### src/hdl/acs_pkg.sv
package acs_pkg;

   // ************************************************************
   // Operating mode codes
   // ************************************************************
   localparam logic [2:0] MODE_CONVERT = 3'h0;
   localparam logic [2:0] MODE_SELF_CAL = 3'h1;
   localparam logic [2:0] MODE_SYS_OFFSET = 3'h2;
   localparam logic [2:0] MODE_SYS_POS_FS = 3'h3;
   localparam logic [2:0] MODE_SYS_NEG_FS = 3'h4;
   localparam logic [2:0] MODE_SYS_OFS_INT = 3'h5;
   localparam logic [2:0] MODE_SYS_GAIN = 3'h6;
   localparam logic [2:0] MODE_RESERVED = 3'h7;

   // ************************************************************
   // Register map (word byte addresses)
   // ************************************************************
   localparam logic [3:0] ADDR_CONTROL = 4'h0;
   localparam logic [3:0] ADDR_OFFSET = 4'h4;
   localparam logic [3:0] ADDR_POS_FS = 4'h8;
   localparam logic [3:0] ADDR_NEG_FS = 4'hc;
   localparam logic [3:0] ADDR_DATA = 4'h0;
   localparam logic [3:0] ADDR_STATUS = 4'h4;
   localparam int ADDR_DATA_BIT = 4;

   // Control fields
   localparam int CTL_MODE_LSB = 0;
   localparam int CTL_NOTCH_LSB = 8;
   localparam int CTL_GAIN_LSB = 20;

   // ************************************************************
   // Reset values and timing
   // ************************************************************
   localparam logic [23:0] OFFSET_RESET = 24'h000000;
   localparam logic [23:0] FS_RESET = 24'h800000;
   localparam logic [10:0] NOTCH_RESET = 11'h00a;
   localparam int NOTCH_DIV = 512;
   localparam logic [2:0] STEP_SETTLE = 3'h3;
   localparam logic [2:0] STEP_SYSTEM = 3'h4;
   localparam logic [2:0] STEP_ONE = 3'h1;

   // ************************************************************
   // Types
   // ************************************************************
   typedef enum logic [3:0] {
      SEQ_IDLE, SEQ_CONV_WAIT, SEQ_OFFSET, SEQ_POS, SEQ_NEG,
      SEQ_FINAL, SEQ_RUN
   } acs_seq_t;

   typedef struct packed {
      logic [2:0] mode;
      logic [10:0] notch;
      logic [2:0] gain;
   } acs_ctl_t;

endpackage : acs_pkg

### src/hdl/acs_sequencer.sv
`timescale 1ns/1ps
module acs_sequencer #(
   parameter int NOTCH_W = 11
) (
   // Clock and reset
   input wire logic i_clk,
   input wire logic i_rst_n,
   // Avalon-MM slave
   input wire logic [4:0] i_address,
   input wire logic i_read,
   input wire logic i_write,
   input wire logic [31:0] i_writedata,
   output logic [31:0] o_readdata,
   output logic o_waitrequest,
   // Converter datapath
   input wire logic [23:0] i_raw_sample,
   output logic [23:0] o_result,
   output logic o_conversion_done_n,
   // Analog switch controls
   output logic o_short_inputs,
   output logic o_ref_apply,
   output logic o_ref_invert,
   output logic o_input_invert
);

   // ************************************************************
   // State
   // ************************************************************
   typedef struct packed {
      acs_pkg::acs_ctl_t ctl;
      logic [23:0] offset;
      logic [23:0] pos_fs;
      logic [23:0] neg_fs;
      logic [23:0] result;
      logic [31:0] rdata;
      logic wait_n;
      logic [19:0] div_cnt;
      logic [2:0] step_cnt;
      acs_pkg::acs_seq_t seq;
      logic done_n;
      logic short_in;
      logic ref_on;
      logic ref_inv;
      logic in_inv;
   } acs_state_t;

   acs_state_t st;
   acs_state_t next_st;
   logic period_tick;
   logic [19:0] period_len;

   // Corrected output: offset removal, slope from the matching FS coefficient
   function automatic logic [23:0] acs_correct(input logic [23:0] raw,
      input logic [23:0] ofs, input logic [23:0] pfs,
      input logic [23:0] nfs);
      logic signed [25:0] diff;
      logic [47:0] prod;
      logic [23:0] slope;
      diff = $signed({2'h0, raw}) - $signed({2'h0, ofs});
      slope = diff[25] ? nfs : pfs;
      prod = 48'(diff[25] ? -diff : diff) * 48'(slope);
      if (diff[25])
         acs_correct = 24'(24'h800000 - prod[46:23]);
      else
         acs_correct = 24'(24'h800000 + prod[46:23]);
   endfunction

   // True on the period tick that ends a step (step count at 1)
   function automatic logic step_end(input logic [2:0] cnt,
      input logic tick);
      step_end = tick && (cnt == 3'h1);
   endfunction

   // ************************************************************
   // Conversion period divider
   // ************************************************************
   assign period_len = 20'(acs_pkg::NOTCH_DIV) * 20'(st.ctl.notch);
   assign period_tick = (st.div_cnt == period_len - 20'h1);

   always_comb
   begin
      next_st = st;
      next_st.wait_n = 1'b0;
      if (period_tick)
         next_st.div_cnt = 20'h0;
      else
         next_st.div_cnt = st.div_cnt + 20'h1;
      if (period_tick && st.step_cnt != 3'h0)
         next_st.step_cnt = st.step_cnt - 3'h1;

      // Conversion result stream, corrected each period
      if (period_tick && st.seq == acs_pkg::SEQ_RUN)
         next_st.result = acs_correct(i_raw_sample, st.offset, st.pos_fs,
            st.neg_fs);

      // Sequencer
      unique case (st.seq)
         acs_pkg::SEQ_IDLE:
         begin
            next_st.seq = acs_pkg::SEQ_CONV_WAIT;
            next_st.step_cnt = acs_pkg::STEP_SETTLE;
         end
         acs_pkg::SEQ_CONV_WAIT:
            if (step_end(st.step_cnt, period_tick))
            begin
               next_st.seq = acs_pkg::SEQ_RUN;
               next_st.done_n = 1'b0;
               next_st.result = acs_correct(i_raw_sample, st.offset,
                  st.pos_fs, st.neg_fs);
            end
         acs_pkg::SEQ_OFFSET:
            if (step_end(st.step_cnt, period_tick))
            begin
               next_st.offset = i_raw_sample;
               next_st.short_in = 1'b0;
               if (st.ctl.mode == acs_pkg::MODE_SYS_OFFSET)
               begin
                  next_st.seq = acs_pkg::SEQ_RUN;
                  next_st.done_n = 1'b0;
               end
               else
               begin
                  next_st.seq = acs_pkg::SEQ_POS;
                  next_st.ref_on = 1'b1;
                  next_st.step_cnt = acs_pkg::STEP_SETTLE;
               end
            end
         acs_pkg::SEQ_POS:
            if (step_end(st.step_cnt, period_tick))
            begin
               next_st.pos_fs = i_raw_sample;
               next_st.in_inv = 1'b0;
               if (st.ctl.mode == acs_pkg::MODE_SYS_GAIN ||
                  st.ctl.mode == acs_pkg::MODE_SYS_POS_FS)
               begin
                  next_st.seq = acs_pkg::SEQ_RUN;
                  next_st.done_n = 1'b0;
               end
               else
               begin
                  next_st.seq = acs_pkg::SEQ_NEG;
                  next_st.ref_inv = 1'b1;
                  next_st.step_cnt = acs_pkg::STEP_SETTLE;
               end
            end
         acs_pkg::SEQ_NEG:
            if (step_end(st.step_cnt, period_tick))
            begin
               next_st.neg_fs = i_raw_sample;
               if (st.ctl.mode == acs_pkg::MODE_SYS_NEG_FS)
               begin
                  next_st.seq = acs_pkg::SEQ_RUN;
                  next_st.done_n = 1'b0;
               end
               else if (st.ctl.mode == acs_pkg::MODE_SYS_GAIN)
               begin
                  next_st.seq = acs_pkg::SEQ_POS;
                  next_st.in_inv = 1'b1;
                  next_st.step_cnt = acs_pkg::STEP_ONE;
               end
               else
               begin
                  next_st.seq = acs_pkg::SEQ_FINAL;
                  next_st.ref_on = 1'b0;
                  next_st.ref_inv = 1'b0;
                  next_st.step_cnt = acs_pkg::STEP_SETTLE;
               end
            end
         acs_pkg::SEQ_FINAL:
            if (step_end(st.step_cnt, period_tick))
            begin
               next_st.seq = acs_pkg::SEQ_RUN;
               next_st.done_n = 1'b0;
            end
         acs_pkg::SEQ_RUN:
            ;
         default:
            next_st.seq = acs_pkg::SEQ_IDLE;
      endcase

      // ************************************************************
      // Avalon-MM slave, one wait state per access
      // ************************************************************
      if ((i_read || i_write) && !st.wait_n)
      begin
         next_st.wait_n = 1'b1;
         next_st.rdata = 32'h0;
         if (i_read)
         begin
            if (i_address[acs_pkg::ADDR_DATA_BIT])
               unique case (i_address[3:0])
                  acs_pkg::ADDR_DATA:
                     next_st.rdata = {8'h0, st.result};
                  acs_pkg::ADDR_STATUS:
                     next_st.rdata = {20'h0, 4'(st.seq), 7'h0, st.done_n};
                  default:
                     next_st.rdata = 32'h0;
               endcase
            else
               unique case (i_address[3:0])
                  acs_pkg::ADDR_CONTROL:
                     next_st.rdata = {9'h0, st.ctl.gain, 1'h0, st.ctl.notch,
                        5'h0, st.ctl.mode};
                  acs_pkg::ADDR_OFFSET:
                     next_st.rdata = {8'h0, st.offset};
                  acs_pkg::ADDR_POS_FS:
                     next_st.rdata = {8'h0, st.pos_fs};
                  acs_pkg::ADDR_NEG_FS:
                     next_st.rdata = {8'h0, st.neg_fs};
                  default:
                     next_st.rdata = 32'h0;
               endcase
         end
         else if (!i_address[acs_pkg::ADDR_DATA_BIT])
            unique case (i_address[3:0])
               acs_pkg::ADDR_CONTROL:
               begin
                  next_st.ctl.mode = i_writedata[acs_pkg::CTL_MODE_LSB +: 3];
                  next_st.ctl.notch =
                     i_writedata[acs_pkg::CTL_NOTCH_LSB +: 11];
                  next_st.ctl.gain = i_writedata[acs_pkg::CTL_GAIN_LSB +: 3];
                  // Restart the selected sequence
                  next_st.done_n = 1'b1;
                  next_st.div_cnt = 20'h0;
                  next_st.short_in = 1'b0;
                  next_st.ref_on = 1'b0;
                  next_st.ref_inv = 1'b0;
                  next_st.in_inv = 1'b0;
                  unique case (i_writedata[acs_pkg::CTL_MODE_LSB +: 3])
                     acs_pkg::MODE_CONVERT:
                     begin
                        next_st.seq = acs_pkg::SEQ_CONV_WAIT;
                        next_st.step_cnt = acs_pkg::STEP_SETTLE;
                     end
                     acs_pkg::MODE_SELF_CAL:
                     begin
                        next_st.seq = acs_pkg::SEQ_OFFSET;
                        next_st.short_in = 1'b1;
                        next_st.step_cnt = acs_pkg::STEP_SETTLE;
                     end
                     acs_pkg::MODE_SYS_OFFSET:
                     begin
                        next_st.seq = acs_pkg::SEQ_OFFSET;
                        next_st.step_cnt = acs_pkg::STEP_SYSTEM;
                     end
                     acs_pkg::MODE_SYS_POS_FS:
                     begin
                        next_st.seq = acs_pkg::SEQ_POS;
                        next_st.step_cnt = acs_pkg::STEP_SYSTEM;
                     end
                     acs_pkg::MODE_SYS_NEG_FS:
                     begin
                        next_st.seq = acs_pkg::SEQ_NEG;
                        next_st.step_cnt = acs_pkg::STEP_SYSTEM;
                     end
                     acs_pkg::MODE_SYS_OFS_INT:
                     begin
                        next_st.seq = acs_pkg::SEQ_OFFSET;
                        next_st.step_cnt = acs_pkg::STEP_SETTLE;
                     end
                     acs_pkg::MODE_SYS_GAIN:
                     begin
                        next_st.seq = acs_pkg::SEQ_NEG;
                        next_st.step_cnt = acs_pkg::STEP_SETTLE;
                     end
                     acs_pkg::MODE_RESERVED:
                        // Undefined selection: parked in IDLE until a new mode or another register is written
                        next_st.seq = acs_pkg::SEQ_IDLE;
                  endcase
               end
               acs_pkg::ADDR_OFFSET:
                  next_st.offset = i_writedata[23:0];
               acs_pkg::ADDR_POS_FS:
                  next_st.pos_fs = i_writedata[23:0];
               acs_pkg::ADDR_NEG_FS:
                  next_st.neg_fs = i_writedata[23:0];
               default:
                  ;
            endcase
      end
      // Reserved mode stays parked in IDLE except in a bus write cycle, which lets it restart
      if (st.ctl.mode == acs_pkg::MODE_RESERVED &&
         st.seq == acs_pkg::SEQ_IDLE && next_st.seq != acs_pkg::SEQ_IDLE &&
         !(i_write && !st.wait_n))
         next_st.seq = acs_pkg::SEQ_IDLE;
   end

   always_ff @(posedge i_clk)
   begin
      if (!i_rst_n)
      begin
         st <= '0;
         st.ctl.notch <= acs_pkg::NOTCH_RESET;
         st.offset <= acs_pkg::OFFSET_RESET;
         st.pos_fs <= acs_pkg::FS_RESET;
         st.neg_fs <= acs_pkg::FS_RESET;
         st.result <= 24'h800000;
         st.done_n <= 1'b1;
         st.seq <= acs_pkg::SEQ_IDLE;
      end
      else
         st <= next_st;
   end

   assign o_readdata = st.rdata;
   assign o_waitrequest = !st.wait_n;
   assign o_result = st.result;
   assign o_conversion_done_n = st.done_n;
   assign o_short_inputs = st.short_in;
   assign o_ref_apply = st.ref_on;
   assign o_ref_invert = st.ref_inv;
   assign o_input_invert = st.in_inv;
endmodule // acs_sequencer

### config.mk
export PLATFORM = sky130hd
export DESIGN_NAME = acs_sequencer
export DESIGN_NICKNAME = d
export VERILOG_FILES = /design/src/hdl/acs_pkg.sv /design/src/hdl/acs_sequencer.sv
export SDC_FILE = /design/constraint.sdc
export NUM_CORES = 2
export LEC_CHECK = 0
export ABC_AREA = 1
export BUFFER_PORTS_ARGS = -buffer_cell sky130_fd_sc_hd__clkbuf_2
export CAP_MARGIN = 20
export CORE_MARGIN = 10
export CORE_UTILIZATION = 40
export DETAILED_ROUTE_END_ITERATION = 7
export SYNTH_ARGS = -nofsm -noshare
export SYNTH_HDL_FRONTEND = slang
export SYNTH_SLANG_ARGS = --single-unit
### constraint.sdc
create_clock -name i_clk -period 15.5 [get_ports i_clk]
set_clock_uncertainty 0.2 [all_clocks]
set_input_delay 1.55 -clock i_clk [delete_from_list [all_inputs] [get_ports i_clk]]
set_output_delay 1.55 -clock i_clk [all_outputs]
set_load 0.02 [all_outputs]
== Word-level counts from Yosys, hierarchy flattened ==
Cells that the tools add are included.

* Add/subtract/negate cells: 7
* $mul: 1
* Div/mod/pow operators: 0
* Magnitude comparators: 0
* Eq/ne operators: 23
* Shifts and indexed selects: 0
* Multiplexer cells: 58
* Bitwise operators: 3
* Reduce and logical (&&, ||, !) cells: 24

{| class="wikitable"
|+ Operators by type and width
! operator !! count
|-
| $mux W24 || 14
|-
| $mux W72 || 3
|-
| $mux W32 || 5
|-
| $pmux W24 S4 || 1
|-
| $mul A48 B24 Y47 || 1
|-
| $mux W48 || 1
|-
| $neg A25 Y48 || 1
|-
| $pmux W24 S2 || 1
|-
| $mux W33 || 1
|-
| $sub A24 B24 Y25 || 1
|-
| $add A24 B24 Y24 const A || 1
|-
| $pmux W4 S6 || 1
|-
| $sub A24 B24 Y24 const A || 1
|-
| $eq A3 B3 Y1 const B || 7
|-
| $mux W3 || 7
|-
| $add A20 B1 Y20 const B || 1
|-
| $eq A20 B20 Y1 || 1
|-
| $mux W20 || 1
|-
| $pmux W4 S5 || 1
|-
| $sub A20 B1 Y20 const B || 1
|-
| $eq A4 B3 Y1 const B || 4
|-
| $mux W8 || 2
|-
| $eq A3 B2 Y1 const B || 4
|-
| $pmux W3 S4 || 1
|-
| other kinds (27) || 54
|}

* Register bits: 178
* Latch bits: 0
* Bits in writable memories: 0
* Bits in read-only memories: 0
* Input bits: 65
* Output and inout bits: 62
* Logic and storage cells: 133
* Memories kept: 0

== Depth between registers and ports, before layout ==
* Word-level depth: 16
* Mapped depth: 58
* Depth with buffers taken out: 58

== Least setup slack after synthesis ==
Ideal clock, no wire load.

* Path type: input to register
* Start point: in i_raw_sample[0]
* End point: reg st (netlist bit o_result[18])
* Library setup time: 0.109 ns
* Arrival: 10.074 ns
* Required time: 15.191 ns
* Slack: 5.117 ns
* Stages on the path: 47
* Path buffers: 1
* Cells stage by stage: inv_1 ha_1 fa_1 ha_1 inv_1 nor2_1 nand3_1 nor2_2 nand3_1 nor2_1 nand4_1 nor2_1 nand3_1 nor2_2 a21oi_1 or2_2 nand2_1 clkbuf_1 [... 11 more ...] ha_1 a21oi_1 o21a_1 o21ai_0 a21o_1 inv_1 nand2_1 xnor2_1 ha_1 nand2_1 nor2_2 nand4_2 nand2_2 nand3_1 nand2_1 nand3_1 nand2_1 inv_1

* Word-level cells in the longest chain between the ends: 9
* Elaborated cells on any way between the ends: 11
* Those cells by class: add/sub: 4; mul: 1; mux: 6

{| class="wikitable"
|+ Ends and longest elaborated chain
! what !! line !! text
|-
| start: declaration || acs_sequencer.sv:16 || <nowiki>input wire logic [23:0] i_raw_sample,</nowiki>
|-
| $sub A24 B24 Y25 * || acs_sequencer.sv:59 || <nowiki>diff = $signed({2'h0, raw}) - $signed({2'h0, ofs});</nowiki>
|-
| $neg A25 Y48 || acs_sequencer.sv:61 || <nowiki>prod = 48'(diff[25] ? -diff : diff) * 48'(slope);</nowiki>
|-
| $mux W48 || acs_sequencer.sv:61 ||
|-
| $mul A48 B24 Y47 || acs_sequencer.sv:61 ||
|-
| $add A24 B24 Y24 / $sub A24 B24 Y24 (equally long branches) || acs_sequencer.sv:65, acs_sequencer.sv:63 ||
|-
| $mux W24 * || acs_sequencer.sv:62 || <nowiki>if (diff[25])</nowiki>
|-
| $mux W24 || acs_sequencer.sv:92 || <nowiki>if (period_tick && st.seq == acs_pkg::SEQ_RUN)</nowiki>
|-
| $mux W24 || acs_sequencer.sv:104 || <nowiki>if (step_end(st.step_cnt, period_tick))</nowiki>
|-
| $mux W24 * || acs_sequencer.sv:97 || <nowiki>unique case (st.seq)</nowiki>
|-
| end signal: assignment || acs_sequencer.sv:302 || <nowiki>st <= next_st;</nowiki>
|-
| end: declaration || acs_sequencer.sv:47 || <nowiki>acs_state_t st;</nowiki>
|}

Every way passes the cells marked *; elsewhere a longest branch is shown, timed or not.
A chain may end at the register's enable or synchronous reset.

== Worst setup path in the final report ==
* Start point: in i_raw_sample[0]
* End point: reg st (netlist bit o_result[23])

Same word-level chain as after synthesis.

==> flow_summary.html <==
<table>
<tr><th>Metric</th><th>Value</th></tr>
<tr><th colspan="2">GRT</th></tr>
<tr><td>Global-route wire length before repair</td><td>176,000 um</td></tr>
<tr><td>Total GRT Usage</td><td>22.1%</td></tr>
<tr><td>Total global routing overflow</td><td>0</td></tr>
<tr><td>Maximum number of pins on one net before global-route repair</td><td>78</td></tr>
<tr><td>Antenna violations before repair</td><td>3</td></tr>
<tr><td>Vias in the first global route</td><td>31,000</td></tr>
<tr><th colspan="2">Clock tree</th></tr>
<tr><td>Sink count of the clock tree</td><td>170</td></tr>
<tr><td>Cts-stage hold buffer count</td><td>0</td></tr>
<tr><td>Clock-pin slew on the worst setup and hold paths</td><td>0.07 ns</td></tr>
<tr><td>CTS Buf Count</td><td>17</td></tr>
<tr><td>CTS tree</td><td>done</td></tr>
<tr><td>Library cell used as clock root buffer</td><td>sky130_fd_sc_hd__clkbuf_16</td></tr>
<tr><td>Count of H-tree levels built during CTS</td><td>4</td></tr>
<tr><td>Number of gates resized after cts</td><td>0</td></tr>
<tr><td>Post-CTS Setup Bufs</td><td>0</td></tr>
<tr><td>Max clock buf depth</td><td>2</td></tr>
<tr><td>Clock insertion delay at the later pin of the skew report</td><td>0.45 ns</td></tr>
<tr><th colspan="2">Worst hold path</th></tr>
<tr><td>Launch instance of the worst min-delay path</td><td>st[12]</td></tr>
<tr><td>WHS Endpoint</td><td>st[12]</td></tr>
<tr><td>Cell count of the worst hold path</td><td>1</td></tr>
<tr><td>Worst min-delay path category</td><td>register to register</td></tr>
<tr><th colspan="2">Critical path</th></tr>
<tr><td>Worst reg2reg setup slack</td><td>3.87 ns</td></tr>
<tr><td>Worst Path Arrival</td><td>12.78 ns</td></tr>
<tr><td>Critical Path Slowest Stage Cell</td><td>sky130_fd_sc_hd__nand2_1</td></tr>
<tr><td>Critical path start-end classification</td><td>input port to register</td></tr>
<tr><td>Worst reg-to-reg path cell count</td><td>46</td></tr>
<tr><td>Sort of element at the end of the critical path</td><td>register</td></tr>
<tr><td>Startpoint Class</td><td>input port</td></tr>
<tr><td>Largest stage delay, worst path</td><td>0.78 ns</td></tr>
<tr><td>Launch point of the worst reg-to-reg path</td><td>st[137]</td></tr>
<tr><td>Maximum fanout along the worst path</td><td>15</td></tr>
<tr><td>End of the worst register-to-register path</td><td>o_result[23]</td></tr>
<tr><td>Required time at the worst-slack endpoint</td><td>15.63 ns</td></tr>
<tr><td>Most repeated library cell on the critical path</td><td>sky130_fd_sc_hd__nand2_1</td></tr>
<tr><th colspan="2">Timing</th></tr>
<tr><td>Number of setup violations in the final report</td><td>0</td></tr>
<tr><td>Post-Route Setup TNS</td><td>0 ns</td></tr>
<tr><td>Transition time of the tightest slew-check pin</td><td>1.28 ns</td></tr>
<tr><td>Final Max Slew Viols</td><td>0</td></tr>
<tr><td>Setup repair after global routing missed its margin</td><td>false</td></tr>
<tr><td>Final number of hold-violating endpoints</td><td>0</td></tr>
<tr><td>Portion of the clock cycle consumed by the worst path in the final layout</td><td>81.6%</td></tr>
<tr><td>Achievable Freq</td><td>0.0790 GHz</td></tr>
<tr><td>Min Clock Period, post-route</td><td>12.65 ns</td></tr>
<tr><td>Slew margin rel.</td><td>13.8%</td></tr>
<tr><th colspan="2">Synthesis</th></tr>
<tr><td>Proportion of netlist area held by the largest area contributor</td><td>40.0%</td></tr>
<tr><td>Syn Std Cell Area</td><td>36,000 um^2</td></tr>
<tr><td>Cell type with the largest total area after synthesis</td><td>sky130_fd_sc_hd__fa_1</td></tr>
<tr><td>Unique masters post-synth</td><td>62</td></tr>
<tr><td>Number of register bits inferred by synthesis</td><td>170</td></tr>
<tr><td>Top cells by area in the synthesized netlist</td><td>sky130_fd_sc_hd__fa_1 40%, sky130_fd_sc_hd__inv_1 12%, sky130_fd_sc_hd__dfxtp_1 9.5%, sky130_fd_sc_hd__nand2_1 9.1%, sky130_fd_sc_hd__nor2_1 5.2%</td></tr>
<tr><td>Sequential area share after synthesis</td><td>9.45%</td></tr>
<tr><td>Yosys warning total</td><td>0</td></tr>
<tr><td>Number of standard cells after synthesis</td><td>4,771</td></tr>
<tr><td>Average size of a mapped cell</td><td>7.55 um^2</td></tr>
<tr><td>Share of async-settable or async-resettable flops after synthesis</td><td>0%</td></tr>
<tr><td>Most common flop cell mapped by yosys</td><td>sky130_fd_sc_hd__dfxtp_1</td></tr>
<tr><td>Number of synthesized flops with an enable pin</td><td>0</td></tr>
<tr><th colspan="2">Floorplanning</th></tr>
<tr><td>Floorplan die height</td><td>320 um</td></tr>
<tr><td>Row count</td><td>109</td></tr>
<tr><td>Area of the die</td><td>102,000 um^2</td></tr>
<tr><td>Area of the placeable core</td><td>88,800 um^2</td></tr>
<tr><td>Initial Util</td><td>40.6%</td></tr>
<tr><td>Number of top-level design ports</td><td>127</td></tr>
<tr><td>Die boundary width</td><td>320 um</td></tr>
<tr><th colspan="2">Cells and area</th></tr>
<tr><td>Final nets</td><td>5,903</td></tr>
<tr><td>Layout area overhead</td><td>8.07%</td></tr>
<tr><td>Area occupied by registers</td><td>3400 um^2</td></tr>
<tr><td>Fraction of final layout cells sized beyond drive strength 1</td><td>5.54%</td></tr>
<tr><td>Footprint of the multi-input gates</td><td>28,000 um^2</td></tr>
<tr><td>Filler cell count in the final layout</td><td>9,090</td></tr>
<tr><th colspan="2">Routing</th></tr>
<tr><td>Final WL</td><td>112,000 um</td></tr>
<tr><td>Drc violations</td><td>0</td></tr>
<tr><td>Wire length per cell</td><td>18.2 um</td></tr>
<tr><td>Post-route antenna net violation count</td><td>0</td></tr>
<tr><td>Violation count after the first detailed-route iteration</td><td>2,633</td></tr>
<tr><td>Number of vias per cell</td><td>4.95</td></tr>
<tr><td>Vias</td><td>30,500</td></tr>
<tr><td>Count of TritonRoute iterations in the first routing pass</td><td>6</td></tr>
<tr><th colspan="2">Flow run</th></tr>
<tr><td>Max_cap viols</td><td>0</td></tr>
<tr><th colspan="2">Place</th></tr>
<tr><td>Total of buffers placed on input and output ports</td><td>110</td></tr>
<tr><td>DP HPWL</td><td>91,200 um</td></tr>
<tr><td>Final Wtd Congestion</td><td>0.989</td></tr>
<tr><th colspan="2">Run status</th></tr>
<tr><td>Result of the run</td><td>finished, final reports clean</td></tr>
</table>
[cells by family (layout without fill, tap and decap cells)]
| group | Yosys count | after routing | share of synthesized area [%] |
|---|---|---|---|
| AOI/OAI and AO/OA | 616 | 616 | 9.85 |
| xor gates and xnor gates | 68 | 68 | 1.70 |
| adders and majority gates | 852 | 852 | 44.6 |
| buffers and inverters | 1412 | 1401 | 15.4 |
| DFF | 170 | 170 | 9.45 |
| muxes | 1 | 1 | 0.0278 |
| other | 2 | 242 | 0.0209 |
| and+or+nand+nor | 1650 | 1650 | 19.0 |
[cells in the mapped netlist, types with 5 or more instances]
cell type / count
sky130_fd_sc_hd__or2_2: 10
sky130_fd_sc_hd__o211ai_1: 32
sky130_fd_sc_hd__xor2_1: 38
sky130_fd_sc_hd__nor2_1: 502
sky130_fd_sc_hd__nand2_4: 6
sky130_fd_sc_hd__nor3_1: 34
sky130_fd_sc_hd__nand2_1: 874
sky130_fd_sc_hd__a31oi_1: 12
sky130_fd_sc_hd__a21oi_1: 148
sky130_fd_sc_hd__buf_2: 19
sky130_fd_sc_hd__nor4_1: 11
sky130_fd_sc_hd__a21o_1: 5
sky130_fd_sc_hd__inv_2: 7
sky130_fd_sc_hd__o221ai_1: 6
sky130_fd_sc_hd__buf_1: 8
sky130_fd_sc_hd__inv_1: 1182
sky130_fd_sc_hd__o21a_1: 9
sky130_fd_sc_hd__nand4_1: 26
sky130_fd_sc_hd__nor2_2: 13
sky130_fd_sc_hd__nand2_2: 22
sky130_fd_sc_hd__fa_1: 719
sky130_fd_sc_hd__o31ai_1: 15
sky130_fd_sc_hd__nand3_1: 113
sky130_fd_sc_hd__nand3b_1: 10
sky130_fd_sc_hd__clkbuf_1: 115
sky130_fd_sc_hd__o21ai_1: 20
sky130_fd_sc_hd__clkinv_1: 23
sky130_fd_sc_hd__nand3_2: 6
sky130_fd_sc_hd__buf_4: 58
sky130_fd_sc_hd__o22ai_1: 5
sky130_fd_sc_hd__o2111ai_1: 6
sky130_fd_sc_hd__o21bai_1: 65
sky130_fd_sc_hd__dfxtp_1: 170
sky130_fd_sc_hd__o21ai_0: 269
sky130_fd_sc_hd__ha_1: 133
sky130_fd_sc_hd__xnor2_1: 28
[registers in the layout (all words and copies together), names as in the netlist]
signal,cells
o_readdata,24
o_ref_apply,1
st,117
o_conversion_done_n,1
o_short_inputs,1
o_input_invert,1
o_result,24
o_ref_invert,1
[critical path, delay by kind of cell]
kind | cells | cell delay (ns)
xor gates and xnor gates | 1 | 0.35
AOI/OAI and AO/OA | 5 | 0.90
and+or+nand+nor | 23 | 3.80
buffers and inverters | 8 | 1.27
adders and majority gates | 11 | 4.89
[metrics by stage]
stage	setup WS [ns]	utilization [%]	instance area, um^2	hold WS [ns]	cells
floorplan	5.12	-	36900	0.218	5009
global placement	2.64	43.2	38300	0.233	6132
detailed placement	2.57	43.2	38300	0.254	6132
CTS	2.99	43.8	38900	0.265	6163
global route	2.20	43.8	38900	0.282	6165
finish	2.85	43.8	38900	0.263	6165
[how the worst max path moves through the flow]
stage                    startpoint            to  slack (ns)  cells after the start
finish              i_raw_sample[0]  o_result[23]        2.85                     48
global route        i_raw_sample[0]  o_result[18]        2.20                     51
CTS                 i_raw_sample[0]  o_result[23]        2.99                     48
detailed placement  i_raw_sample[0]  o_result[23]        2.57                     48
global placement    i_raw_sample[0]  o_result[23]        2.64                     48
floorplan           i_raw_sample[0]  o_result[18]        5.12                     47
[layout make-up]
cell class / count / share of cell area [%]
Tap cell: 1165 / 3.75
Multi-Input combinational cell: 3427 / 72.0
Sequential cell: 170 / 8.75
Timing Repair Buffer: 158 / 2.34
Inverter: 1212 / 11.7
Clock buffer: 19 / 1.14
Clock inverter: 12 / 0.360
Antenna cell: 2 / 0.0129
[layout by cell type (no fill, tap or decap), drive strengths merged, types with 5 or more instances in the layout]
cell type  synthesis  final
inv             1189   1193
nand2            902    902
fa               719    719
nor2             520    520
o21ai            291    291
conb               2    240
dfxtp            170    170
a21oi            149    149
ha               133    133
clkbuf           115    129
nand3            120    120
o21bai            65     65
buf               85     48
xor2              39     39
nor3              36     36
o211ai            32     32
xnor2             29     29
nand4             28     28
clkinv            23     27
o31ai             15     15
or2               14     14
a31oi             12     12
nor4              11     11
nand3b            10     10
o21a               9      9
o2111ai            6      6
o221ai             6      6
a21o               5      5
o22ai              5      5
[layer usage]
layer  vias to the layer above  part of all wire [%]  global-route usage (%)
met5                         -                0.0098                       0
met4                         2                   3.4                    6.93
met3                       161                   9.1                    5.35
met2                      1132                    46                    35.6
met1                     15000                    42                    29.0
li1                      14300                     -                       -
Power is not shown: default switching activity piles up to over one toggle a cycle in this logic, so the estimate is an artifact.
